--- src/include/asa_regs.vh ---
// constants for the angle sample averager: widths, timing, self-test
// assumes a 200 MHz core clock
`ifndef ASA_REGS_VH
`define ASA_REGS_VH
`define ASA_CLK_MHZ 200
`define ASA_SAMPLE_PERIOD_NS 25000
`define ASA_SAMPLE_CYCLES (`ASA_SAMPLE_PERIOD_NS * `ASA_CLK_MHZ / 1000)
`define ASA_RESPONSE_NS 60000
`define ASA_RESPONSE_CYCLES (`ASA_RESPONSE_NS * `ASA_CLK_MHZ / 1000)
`define ASA_ANGLE_W 12
`define ASA_SEL_W 3
`define ASA_SEL_HIGH_SPEED 3'h0
`define ASA_SELF_TEST_MS 10
`define ASA_SELF_TEST_CYCLES (`ASA_SELF_TEST_MS * `ASA_CLK_MHZ * 1000)
`define ASA_FIFO_DEPTH 16
`endif

--- src/verilog/asa_averager.v ---
// angle sample averager: paces 25 us samples, averages 2^sel, loads angle register
// assumes samples arrive synchronous to mclk_i as a one-cycle strobe
`include "asa_regs.vh"
`default_nettype none
module asa_averager #(
  parameter SAMPLE_CYCLES = `ASA_SAMPLE_CYCLES,
  parameter SELF_TEST_CYCLES = `ASA_SELF_TEST_CYCLES,
  parameter FIFO_DEPTH = `ASA_FIFO_DEPTH
) (
  // clock and reset
  input wire mclk_i,
  input wire reset_i,
  // nonvolatile configuration
  input wire [`ASA_SEL_W-1:0] nv_sample_count_select_i,
  input wire high_speed_mode_i,
  // front end samples
  input wire sample_valid_i,
  input wire [`ASA_ANGLE_W-1:0] sample_angle_i,
  input wire supply_low_i,
  // self-test request
  input wire logic_self_test_start_i,
  // angle output register and flags
  output reg [`ASA_ANGLE_W-1:0] angle_o,
  output reg angle_supply_low_o,
  output reg angle_update_o,
  output reg ready_o,
  output reg sample_strobe_o,
  output reg self_test_busy_o,
  output reg self_test_done_o,
  output reg sample_dropped_o
);
  localparam ST_CONFIG = 3'b001;
  localparam ST_RUN = 3'b010;
  localparam ST_TEST = 3'b100;
  localparam ACC_W = `ASA_ANGLE_W + 7;

  reg [2:0] state;
  reg [2:0] next_state;
  reg [`ASA_SEL_W-1:0] sel;
  reg [ACC_W-1:0] acc;
  reg [7:0] n_acc;
  reg low_acc;
  reg [15:0] tick_cnt;
  reg [31:0] test_cnt;
  wire fifo_in_ready;
  wire fifo_valid;
  wire [`ASA_ANGLE_W:0] fifo_data;
  wire [ACC_W-1:0] sum;
  wire [7:0] target;
  wire last;
  // window result helpers
  wire [ACC_W-1:0] mean;
  wire [`ASA_ANGLE_W-1:0] next_angle;
  wire next_low;
  // fifo drain handshake
  wire fifo_pop_ready;
  wire pop;

  // =====================================================
  // sample buffer
  asa_fifo #(
    .WIDTH(`ASA_ANGLE_W + 1),
    .DEPTH(FIFO_DEPTH),
    .AW(4)
  ) u_fifo (
    .mclk_i(mclk_i),
    .reset_i(reset_i),
    .in_valid_i(sample_valid_i),
    .in_ready_o(fifo_in_ready),
    .in_data_i({supply_low_i, sample_angle_i}),
    .out_valid_o(fifo_valid),
    .out_ready_i(fifo_pop_ready),
    .out_data_o(fifo_data)
  );

  // =====================================================
  // control state
  always @* begin
    next_state = state;
    case (state)
      ST_CONFIG: next_state = ST_RUN;
      ST_RUN: if (logic_self_test_start_i) next_state = ST_TEST;
      ST_TEST: if (test_cnt == SELF_TEST_CYCLES - 1) next_state = ST_RUN;
      default: next_state = ST_CONFIG;
    endcase
  end

  // =====================================================
  // window arithmetic
  // count from selector
  assign target = 8'h01 << sel;
  assign sum = acc + {7'h00, fifo_data[`ASA_ANGLE_W-1:0]};
  assign last = (n_acc == target - 8'h01);
  assign mean = sum >> sel;
  assign next_angle = mean[`ASA_ANGLE_W-1:0];
  assign next_low = low_acc | fifo_data[`ASA_ANGLE_W];
  // samples drain only while running
  assign fifo_pop_ready = (state == ST_RUN);
  assign pop = fifo_pop_ready & fifo_valid;

  // =====================================================
  // configuration and averaging datapath
  always @(posedge mclk_i or posedge reset_i) begin
    if (reset_i) begin
      state <= ST_CONFIG;
      sel <= 3'h0;
      acc <= {ACC_W{1'b0}};
      n_acc <= 8'h00;
      low_acc <= 1'b0;
      angle_o <= 12'h000;
      angle_supply_low_o <= 1'b0;
      angle_update_o <= 1'b0;
      ready_o <= 1'b0;
      sample_dropped_o <= 1'b0;
    end else begin
      state <= next_state;
      angle_update_o <= 1'b0;
      // fifo refused a sample
      sample_dropped_o <= sample_valid_i & ~fifo_in_ready;
      if (state == ST_CONFIG) begin
        sel <= high_speed_mode_i ? `ASA_SEL_HIGH_SPEED : nv_sample_count_select_i;
        ready_o <= 1'b1;
      end
      if (pop) begin
        if (last) begin
          angle_o <= next_angle;
          angle_supply_low_o <= next_low;
          angle_update_o <= 1'b1;
          acc <= {ACC_W{1'b0}};
          n_acc <= 8'h00;
          low_acc <= 1'b0;
        end else begin
          acc <= sum;
          n_acc <= n_acc + 8'h01;
          low_acc <= next_low;
        end
      end
    end
  end

  // =====================================================
  // self-test timer
  // self-test run time
  always @(posedge mclk_i or posedge reset_i) begin
    if (reset_i) begin
      test_cnt <= 32'h0;
      self_test_busy_o <= 1'b0;
      self_test_done_o <= 1'b0;
    end else begin
      self_test_done_o <= 1'b0;
      if (state == ST_TEST) begin
        self_test_busy_o <= 1'b1;
        test_cnt <= test_cnt + 32'h1;
        // last timer cycle ends the test
        if (next_state == ST_RUN) begin
          self_test_busy_o <= 1'b0;
          self_test_done_o <= 1'b1;
          test_cnt <= 32'h0;
        end
      end
    end
  end

  // =====================================================
  // 25 us sampling pace for the front end
  always @(posedge mclk_i or posedge reset_i) begin
    if (reset_i) begin
      tick_cnt <= 16'h0000;
      sample_strobe_o <= 1'b0;
    end else begin
      sample_strobe_o <= 1'b0;
      if (tick_cnt == SAMPLE_CYCLES - 1) begin
        tick_cnt <= 16'h0000;
        sample_strobe_o <= 1'b1;
      end else begin
        tick_cnt <= tick_cnt + 16'h0001;
      end
    end
  end
endmodule
`default_nettype wire

--- src/verilog/asa_fifo.v ---
// synchronous fifo of flip-flops with valid/ready on both sides
// assumes one clock and an asynchronous active-high reset
`default_nettype none
module asa_fifo #(
  parameter WIDTH = 12,
  parameter DEPTH = 16,
  parameter AW = 4
) (
  // clock and reset
  input wire mclk_i,
  input wire reset_i,
  // fill side
  input wire in_valid_i,
  output wire in_ready_o,
  input wire [WIDTH-1:0] in_data_i,
  // drain side
  output wire out_valid_o,
  input wire out_ready_i,
  output wire [WIDTH-1:0] out_data_o
);
  reg [WIDTH-1:0] mem [0:DEPTH-1];
  reg [AW-1:0] wr_ptr;
  reg [AW-1:0] rd_ptr;
  reg [AW:0] count;
  wire push;
  wire pop;
  // honest full and empty from the fill count
  assign in_ready_o = (count != DEPTH[AW:0]);
  assign out_valid_o = (count != {(AW+1){1'b0}});
  assign out_data_o = mem[rd_ptr];
  assign push = in_valid_i & in_ready_o;
  assign pop = out_valid_o & out_ready_i;
  // pointers and count
  always @(posedge mclk_i or posedge reset_i) begin
    if (reset_i) begin
      wr_ptr <= {AW{1'b0}};
      rd_ptr <= {AW{1'b0}};
      count <= {(AW+1){1'b0}};
    end else begin
      if (push)
        wr_ptr <= (wr_ptr == DEPTH[AW-1:0] - 1'b1) ? {AW{1'b0}} : wr_ptr + 1'b1;
      if (pop)
        rd_ptr <= (rd_ptr == DEPTH[AW-1:0] - 1'b1) ? {AW{1'b0}} : rd_ptr + 1'b1;
      if (push && !pop)
        count <= count + 1'b1;
      else if (pop && !push)
        count <= count - 1'b1;
    end
  end
  // storage, no reset needed
  always @(posedge mclk_i) begin
    if (push)
      mem[wr_ptr] <= in_data_i;
  end
endmodule
`default_nettype wire

--- config.mk ---
export PLATFORM = sky130hd
export DESIGN_NAME = asa_averager
export DESIGN_NICKNAME = d
export VERILOG_FILES = /design/src/verilog/asa_averager.v /design/src/verilog/asa_fifo.v
export VERILOG_INCLUDE_DIRS = /design/src /design/src/include
export SDC_FILE = /design/constraint.sdc
export NUM_CORES = 1
export LEC_CHECK = 0
export BUFFER_PORTS_ARGS = -buffer_cell sky130_fd_sc_hd__buf_2
export CAP_MARGIN = 20
export CORE_MARGIN = 2
export CORE_UTILIZATION = 55
export DETAILED_ROUTE_END_ITERATION = 12
export HOLD_SLACK_MARGIN = 0.15
export MAX_ROUTING_LAYER = met4
export PLACE_DENSITY = 0.74
export RECOVER_POWER = 25
export SYNTH_ARGS = -nofsm -noshare
export SYNTH_HDL_FRONTEND = slang
export SYNTH_SLANG_ARGS = --single-unit
--- constraint.sdc ---
create_clock -name mclk_i -period 4.7 [get_ports mclk_i]
set_input_delay 0.235 -clock mclk_i [delete_from_list [all_inputs] [get_ports mclk_i]]
set_output_delay 0.235 -clock mclk_i [all_outputs]
set_load 0.1 [all_outputs]
==> flow_results.org, run 1 <==
** Detailed routing
- Routed wire length per instance :: around 21 µm
- The first routing iteration left 809 violations.
- Remaining number of nets flagged by the antenna check after routing :: 0
- For this block, the routed nets add up to slightly above 30000 µm of wire.
- The first detailed-routing pass ran for 7 iterations.
- Post-route DRC :: 0
- Number of vias per cell :: 6.020
- Via count of the routed design :: 8789

** Setup path
- The largest individual stage delay along the critical path comes from the cell sky130_fd_sc_hd__dfrtp_4.
- Category of the most critical setup path :: reg -> reg
- Largest driver fanout on the critical path :: 11
- Minimum setup slack among reg-to-reg paths :: 0.29 ns
- For the worst setup path, the data required time is approximately 5 ns.
- STA puts the critical path data arrival time at 4.81 ns.
- CP Capture Type :: flop
- CP dominant cell by count :: sky130_fd_sc_hd__mux4_2
- STA classifies the critical path startpoint as a flop.
- On the worst path, the slowest cell contributes a delay of about 0.56 ns.
- The signal on the critical path passes through buf_4 > mux4_2 > mux4_2 > ha_1 > inv_1 > fa_1 > nor2b_1 > o2111ai_1 > a21o_1 > a21o_1 > xnor2_1 > mux4_2 > o21a_1 > a22o_1.

** Clock tree
- The clock passes through at most 3 buffers.
- TritonCTS clock tree :: yes
- Cell at the root of the clock tree :: sky130_fd_sc_hd__clkbuf_16
- H-tree level count :: 2
- Clock-pin transition on the worst setup and hold timing paths :: 0.06 ns
- Post-CTS setup buffers :: 0
- Clock buffer count from CTS :: 34
- Total number of clock tree sinks :: ~320
- Source-to-sink clock delay at the later pin of the worst-skew pair :: 0.52 ns
- Once the clock tree was built, the resizer swapped 0 gates to a different size.
- Hold-fix buffers at CTS :: 22

** Synthesis
- Mean cell area of the mapped netlist :: 14.24 µm²
- After technology mapping, the gate count stands at about 1000.
- Syn Nets :: 1066
- Counting distinct cell types in the post-synthesis netlist gives 70.
- Synth warnings :: 0
- Fraction of the yosys area taken by sequential cells :: 62.75%
- In this run the cell area of the synthesized design comes to between 10000 and 15000 µm².
- Counting flops with a built-in enable in the synthesized netlist gives about 210.
- Synth Flop Type :: sky130_fd_sc_hd__edfxtp_1
- For this run, asynchronously set or reset flops after synthesis account for 35.40%.
- Count of state elements after synthesis :: 322

** GRT
- For this run the aggregate overflow at the end of global routing stands at 0.
- Overall Global Routing Usage :: 22.60%
- The number of antenna violations at the first check in global routing was 1.
- Entering global routing, the biggest net connects 78 pins.
- Via count of the first global-routing pass :: 8589
- First-pass GRT wire length :: 47440 µm

** Cells and area
- The count of cells in the finished layout, fillers not included, comes to 1460.
- Measured on the finished design, the core utilization comes to 63.84%.
- The top cell types in the final layout, fill and taps aside, are sky130_fd_sc_hd__edfxtp_1, sky130_fd_sc_hd__dfrtp_1, sky130_fd_sc_hd__nand2_1.
- Commonest non-fill, non-tap cell in the layout :: sky130_fd_sc_hd__edfxtp_1
- Signed area change from the synthesized netlist to the final layout :: 14.39%
- The layout has 1844 filler cells.
- The post-route netlist has between 10% and 20% of its cells at a drive strength greater than 1.
- Nets :: approximately 1100

** Job
- Count of max-cap constraint violations :: 1

** STA
- Largest clock skew in the final design :: 0.01792 ns
- Relative slew slack :: -3.253%
- For the pin with the worst max-slew slack, the measured transition is between 1.5 and 2 ns.
- Final cycle utilization of the critical path :: 93.90%
- Sum of negative setup slack :: 0 ns
- Min cycle time layout :: 4.413 ns
- # setup viols final :: 0
- RSZ-0062 raised after global routing :: no
- Timing would allow up to 226.6 MHz.
- The number of failing hold endpoints at the final stage is 0.
- The total count of max-transition violations in the final report was 34.

** Power and ir drop
- In this run the power spent charging and discharging nets is 4.579 mW.
- Cell internal power was estimated by the tool at 7.236 mW.
- Net switching is 38.76% of the power.
- Leak pwr :: 6.120 nW
- Sequential cells account for 31.9% of the total power.
- The share of total power dissipated in combinational logic is around 45%.
- Peak VDD IR :: roughly 810 µV
- Total Power :: 11.82 mW
- Of the total power, the clock network draws between 20 and 25%.
- Power spread over the standard cell area amounts to 712.3 nW/µm².

** Status
- Violations in the final reports :: max-capacitance violations, max-slew violations
- Result of the run :: complete, but fails checks

** Placement
- Once detailed placement completed, the half-perimeter wirelength came to 18740 µm.
- Cells after DPL :: about 1400
- During placement, the flow inserted port buffers numbering 39.
- RD Place Congestion :: 0.8339

** Floorplanning
- Area of the placeable core :: roughly 26000 µm²
- In this run the core area contains 59 standard-cell rows.
- I/O pins :: 40
- Horizontal die dimension :: 166.4 µm
- The floorplan step set the die height to 166.4 µm.
- Starting density of the core :: 55.81%
- The floorplan step defined a die boundary enclosing 27680 µm².

** Hold path
- Worst min-delay path class :: reg -> reg
metrics by stage:
| stage | instance area (µm²) | hold slack [ns] | setup slack, ns |
|---|---|---|---|
| 2_1_floorplan | 14500 | 0.3339 | 0.2100 |
| 3_3_place_gp | 15220 | 0.4424 | 0.4070 |
| 3_5_place_dp | 15220 | 0.4499 | 0.3510 |
| 4_1_cts | 16570 | 0.4621 | 0.3072 |
| 5_1_grt | 16590 | 0.4755 | 0.08066 |
| 6_report | 16590 | 0.4594 | 0.2868 |
area by class of cell:
| cell class | instances | area, µm² | area share [%] |
|---|---|---|---|
| flip-flops and latches | 322 | 9105 | 54.89 |
| multi-input cells | 626 | 5151 | 31.05 |
| clock buffers | 47 | 960.9 | 5.793 |
| repair buffers | 95 | 703.2 | 4.239 |
| well taps | 335 | 419.2 | 2.527 |
| clock inverters | 14 | 170.2 | 1.026 |
| inverters | 20 | 76.32 | 0.4601 |
| diodes | 1 | 2.502 | 0.01509 |
power by group through the flow:
| stage | Sequential [mW] | Combinational, mW | Clock, mW |
|---|---|---|---|
| final | 3.78 | 5.36 | 2.69 |
| after global routing | 3.83 | 5.83 | 2.83 |
| after CTS | 3.77 | 5.33 | 2.73 |
| after detailed placement | 3.83 | 5.28 | 0 |
| after global placement | 3.80 | 5.17 | 0 |
| after floorplan | 4.04 | 3.83 | 0 |
state kept, by name (all words and copies together), names as in the netlist, 3 cells and up:
name           cells
n_acc              8
u_fifo.mem       208
u_fifo.wr_ptr      4
acc               19
test_cnt          32
angle_o           12
tick_cnt          16
u_fifo.count       5
sel                3
state              3
u_fifo.rd_ptr      4
cells by family after synthesis:
group / count (synthesis) / share of synthesized area, %
flip-flops: 322 / 62.75
XOR/XNOR: 75 / 4.530
AO/OA/AOI/OAI: 151 / 6.618
buffers and inverters: 70 / 2.036
multiplexers: 83 / 11.90
AND/OR/NAND/NOR: 290 / 9.733
adder cells (fa/ha/maj): 27 / 2.433
layer usage:
metal  up-vias  part of all wire [%]  GRT usage, %
met5         -                     0             -
met4         0                   3.2         7.346
met3        67                   7.1         3.456
met2       353                    48         35.20
met1      4367                    42         31.08
li1       4002                     -             -
critical path, delay by kind of cell (launching register included):
| family | cells | cell delay (ns) |
|---|---|---|
| multiplexers | 3 | 1.52 |
| AO/OA/AOI/OAI | 5 | 1.26 |
| flip-flops | 1 | 0.56 |
| adder cells (fa/ha/maj) | 2 | 0.43 |
| buffers and inverters | 2 | 0.32 |
| XOR/XNOR | 1 | 0.14 |
| AND/OR/NAND/NOR | 1 | 0.07 |
path summary, 6_finish.rpt:
kind / end / start / cells past startpoint
max: angle_o[9] / u_fifo.rd_ptr[0] / 14
min: ready_o / ready_o / 1
max reg2reg: angle_o[9] / u_fifo.rd_ptr[0] / 14
min reg2reg: ready_o / ready_o / 1
max in group asynchronous: state[0] / reset_i / 4
min in group asynchronous: u_fifo.count[4] / reset_i / 3
Yosys cell counts, drive strengths merged, types with 11 or more instances:
cell      n  area [µm²]
nand2    98       372.9
o21ai    44       220.2
clkbuf   32       121.4
nand2b   17       106.4
inv      20       75.07
a21oi    37       185.2
buf      18       98.85
xor2     32       280.3
nand4    18       112.6
o31ai    13       102.6
nor3     15       80.08
nand3    20       100.1
xnor2    43       376.6
ha       25       312.8
and3     11       68.82
mux4     71        1599
dfrtp   113        2828
nor2     71       274.0
edfxtp  208        6246
Power figures use the tool's default switching activity.
==> run 2: changes to the inputs <==
- MAX_ROUTING_LAYER: met4 -> not set
==> flow_results.org, run 2 (same netlist as run 1, synthesis figures left out) <==
** GRT
- Overall Global Routing Usage :: 21.89% (-0.71 points)
- The total global routing overflow is 0 (unchanged).
- Maximum number of pins on one net before global-route repair :: 78 (unchanged)
- The number of antenna violations at the first check in global routing came to 1 (unchanged).
- The wire length of the first global-routing pass was 47430 µm (about the same).
- The via count of the first global-routing pass is 8598 (+0.10%).

** Floorplanning
- The die width was 166.4 µm (unchanged).
- Total Die Area :: 27680 µm² (unchanged)
- The row count is 59 (unchanged).
- I/O pins :: 40 (unchanged)
- The area of the core region was 25980 µm² (unchanged).
- Die extent in y :: 166.4 µm (unchanged)
- Starting density of the core :: 55.81% (unchanged)

** STA
- Setup repair after global routing left no endpoint under its margin.
- Worst slew pin tran :: 1.065 ns (-0.4755 ns)
- Relative slew slack :: 28.78% (+32 points)
- The number of setup violations in the final report is 0 (unchanged).
- Total count of hold-check failures in the final report :: 0 (unchanged)
- Post-Route Hold Slack :: 0.4597 ns (+0.0003720 ns)
- Min cycle time layout :: 4.423 ns (+0.009404 ns)
- The post-route setup TNS came to 0 ns (unchanged).
- Total count of max-transition violations in the final report :: 0 (-100%)
- Fmax :: 226.1 MHz (-0.21%)
- The final critical-path share of the clock period was 94.10% (+0.20 points).
- The worst clock skew was 0.02326 ns (+0.005338 ns).

** Job
- Count of max-cap constraint violations :: 0 (-1)

** Placement
- Post-DP HPWL :: 18740 µm (unchanged)
- The count of input and output buffers came to 39 (unchanged).
- RD Place Congestion :: 0.8200 (-1.7%)

** Clock tree
- Resized cells post-CTS :: 0 (unchanged)
- The latest clock arrival within the worst-skew pair came to 0.52 ns (about the same).
- Clock buffer count from CTS :: 34 (unchanged)
- Number of buffers on the longest clock path :: 3 (unchanged)
- Cell at the root of the clock tree :: sky130_fd_sc_hd__clkbuf_16
- The clock-pin slew reported for the worst setup and hold paths after clock tree synthesis is 0.06 ns (about the same).
- TritonCTS built the clock tree.
- H-tree level count :: 2 (unchanged)
- Total number of clock tree sinks :: 322 (unchanged)

** Setup path
- In this run the critical register-to-register path is launched from u_fifo.rd_ptr[0].
- The critical path is of the reg -> reg type.
- Worst reg2reg path depth :: 14 (unchanged)
- Critical path origin :: u_fifo.rd_ptr[0]
- Minimum setup slack among reg-to-reg paths :: 0.28 ns (about the same)
- The worst setup path is captured at a flop.
- The largest fanout of any net on the critical path is 11 (unchanged).
- Startpoint type of the worst setup path :: flop
- Capture point of the worst reg-to-reg path :: angle_o[9]
- Data arrival time of the critical path :: 4.82 ns (about the same)
- Endpoint required time on the critical path :: 5.10 ns (about the same)

** Detailed routing
- The final wirelength was 30160 µm (about the same).
- Number of vias per cell :: 6.009 (-0.18%)
- The first-pass detailed-route iteration total is 5 (-2).
- DRC violation total after the first TritonRoute iteration :: 804 (-0.62%)
- Remaining number of nets flagged by the antenna check after routing :: 0 (unchanged)
- The detailed-route wire length per cell is 20.64 µm (-0.11%).
- The overall via count from detail_route came to 8779 (-0.11%).
- Post-route DRC :: 0 (unchanged)

** Cells and area
- In the final layout, the registers with the most flip-flops are u_fifo.mem (208), test_cnt (32), acc (19).
- Commonest cells after routing, fill and taps aside :: sky130_fd_sc_hd__edfxtp_1, sky130_fd_sc_hd__dfrtp_1, sky130_fd_sc_hd__nand2_1
- Flip-flop count of the largest register after layout :: 208 (unchanged)
- FILL cells :: 1842 (-0.11%)
- Commonest non-fill, non-tap cell in the layout :: sky130_fd_sc_hd__edfxtp_1
- Nets :: 1148 (+0.087%)
- Signed area change from the synthesized netlist to the final layout :: 14.45% (about the same)
- Register ranked first by flip-flop count :: u_fifo.mem
- Proportion of layout cells with a drive suffix above 1 :: 18.58% (-0.19 points)

** Power and ir drop
- The power density of the placed cells came to 711.4 nW/µm² (-0.12%).
- Clock share of power :: 22.7% (about the same)
- The switching power came to 4.571 mW (-0.19%).
- Leak pwr :: 6.123 nW (about the same)
- Switching share of power :: 38.71% (-0.046 points)
- Peak VDD IR :: 811.6 µV (about the same)
- Internal Pwr Total :: 7.237 mW (about the same)
- Combinational share of power :: 45.3% (about the same)
- The sequential cell fraction of total power came to 32.0% (about the same).

** Hold path
- Depth of the worst hold-timing path :: 1 (unchanged)
- Beginning of the worst hold path :: tick_cnt[0]
- Worst min-delay path class :: reg -> reg
- For hold timing, the worst endpoint is tick_cnt[0].

** Status
- Result of the run :: finished clean
==> run 2: timing repair <==
item / in CTS / in global routing
buffers inserted: 0 / 0
endpoints found under the hold margin: 290 / 5
hold buffers: 22 / 1
==> run 2: worst max-delay path by stage <==
stage / end / cells past startpoint / slack [ns]
6_report: angle_o[9] / 14 / 0.28
5_1_grt: angle_o[9] / 12 / 0.08
4_1_cts: angle_o[9] / 14 / 0.31
3_5_place_dp: angle_o[9] / 14 / 0.35
3_3_place_gp: angle_o[9] / 14 / 0.41
2_1_floorplan: angle_o[9] / 15 / 0.21
==> run 2: power groups by stage <==
stage	Combinational (mW)	Clock, mW	Sequential (mW)
after detailed placement	5.28	0	3.83
final	5.35	2.68	3.77
after global routing	5.83	2.84	3.83
after global placement	5.17	0	3.80
after CTS	5.33	2.73	3.77
after floorplan	3.83	0	4.04
==> run 2: critical path: stages (launching register included) <==
cell and delay [ns]:
sky130_fd_sc_hd__dfrtp_4 0.56, sky130_fd_sc_hd__buf_4 0.24, sky130_fd_sc_hd__mux4_2 0.51, sky130_fd_sc_hd__mux4_2 0.51
sky130_fd_sc_hd__ha_1 0.23, sky130_fd_sc_hd__inv_1 0.08, sky130_fd_sc_hd__fa_1 0.20, sky130_fd_sc_hd__nor2b_1 0.07
sky130_fd_sc_hd__o2111ai_1 0.32, sky130_fd_sc_hd__a21o_1 0.24, sky130_fd_sc_hd__a21o_1 0.31, sky130_fd_sc_hd__xnor2_1 0.14
sky130_fd_sc_hd__mux4_2 0.50, sky130_fd_sc_hd__o21a_1 0.18, sky130_fd_sc_hd__a22o_1 0.19
==> run 2: final cells by class <==
| type | instances | area (µm²) | share of cell area [%] |
|---|---|---|---|
| clock inverters | 14 | 170.2 | 1.025 |
| inverters | 20 | 77.57 | 0.4674 |
| clock buffers | 47 | 960.9 | 5.790 |
| flip-flops and latches | 322 | 9105 | 54.86 |
| multi-input cells | 626 | 5151 | 31.04 |
| repair buffers | 96 | 710.7 | 4.282 |
| well taps | 335 | 419.2 | 2.525 |
| diodes | 1 | 2.502 | 0.01508 |
==> run 2: routing by layer <==
metal  vias up  share of wire, %  track usage (%)
met4         0               3.2            7.346
met3        66               7.1            3.456
met1      4353                41            30.84
met5         -                 0                0
met2       354                48            35.36
li1       4006                 -                -
==> run 2: per-stage QoR <==
stage	std cells	setup WS, ns	power, mW	util [%]	cell area (µm²)
after CTS	1458	0.3072	11.83	63.78	16570
final	1461	0.2774	11.81	63.87	16600
after global placement	1375	0.4070	8.977	58.58	15220
after floorplan	1018	0.2100	7.874	-	14500
after global routing	1461	0.08395	12.50	63.87	16600
after detailed placement	1375	0.3510	9.104	58.58	15220
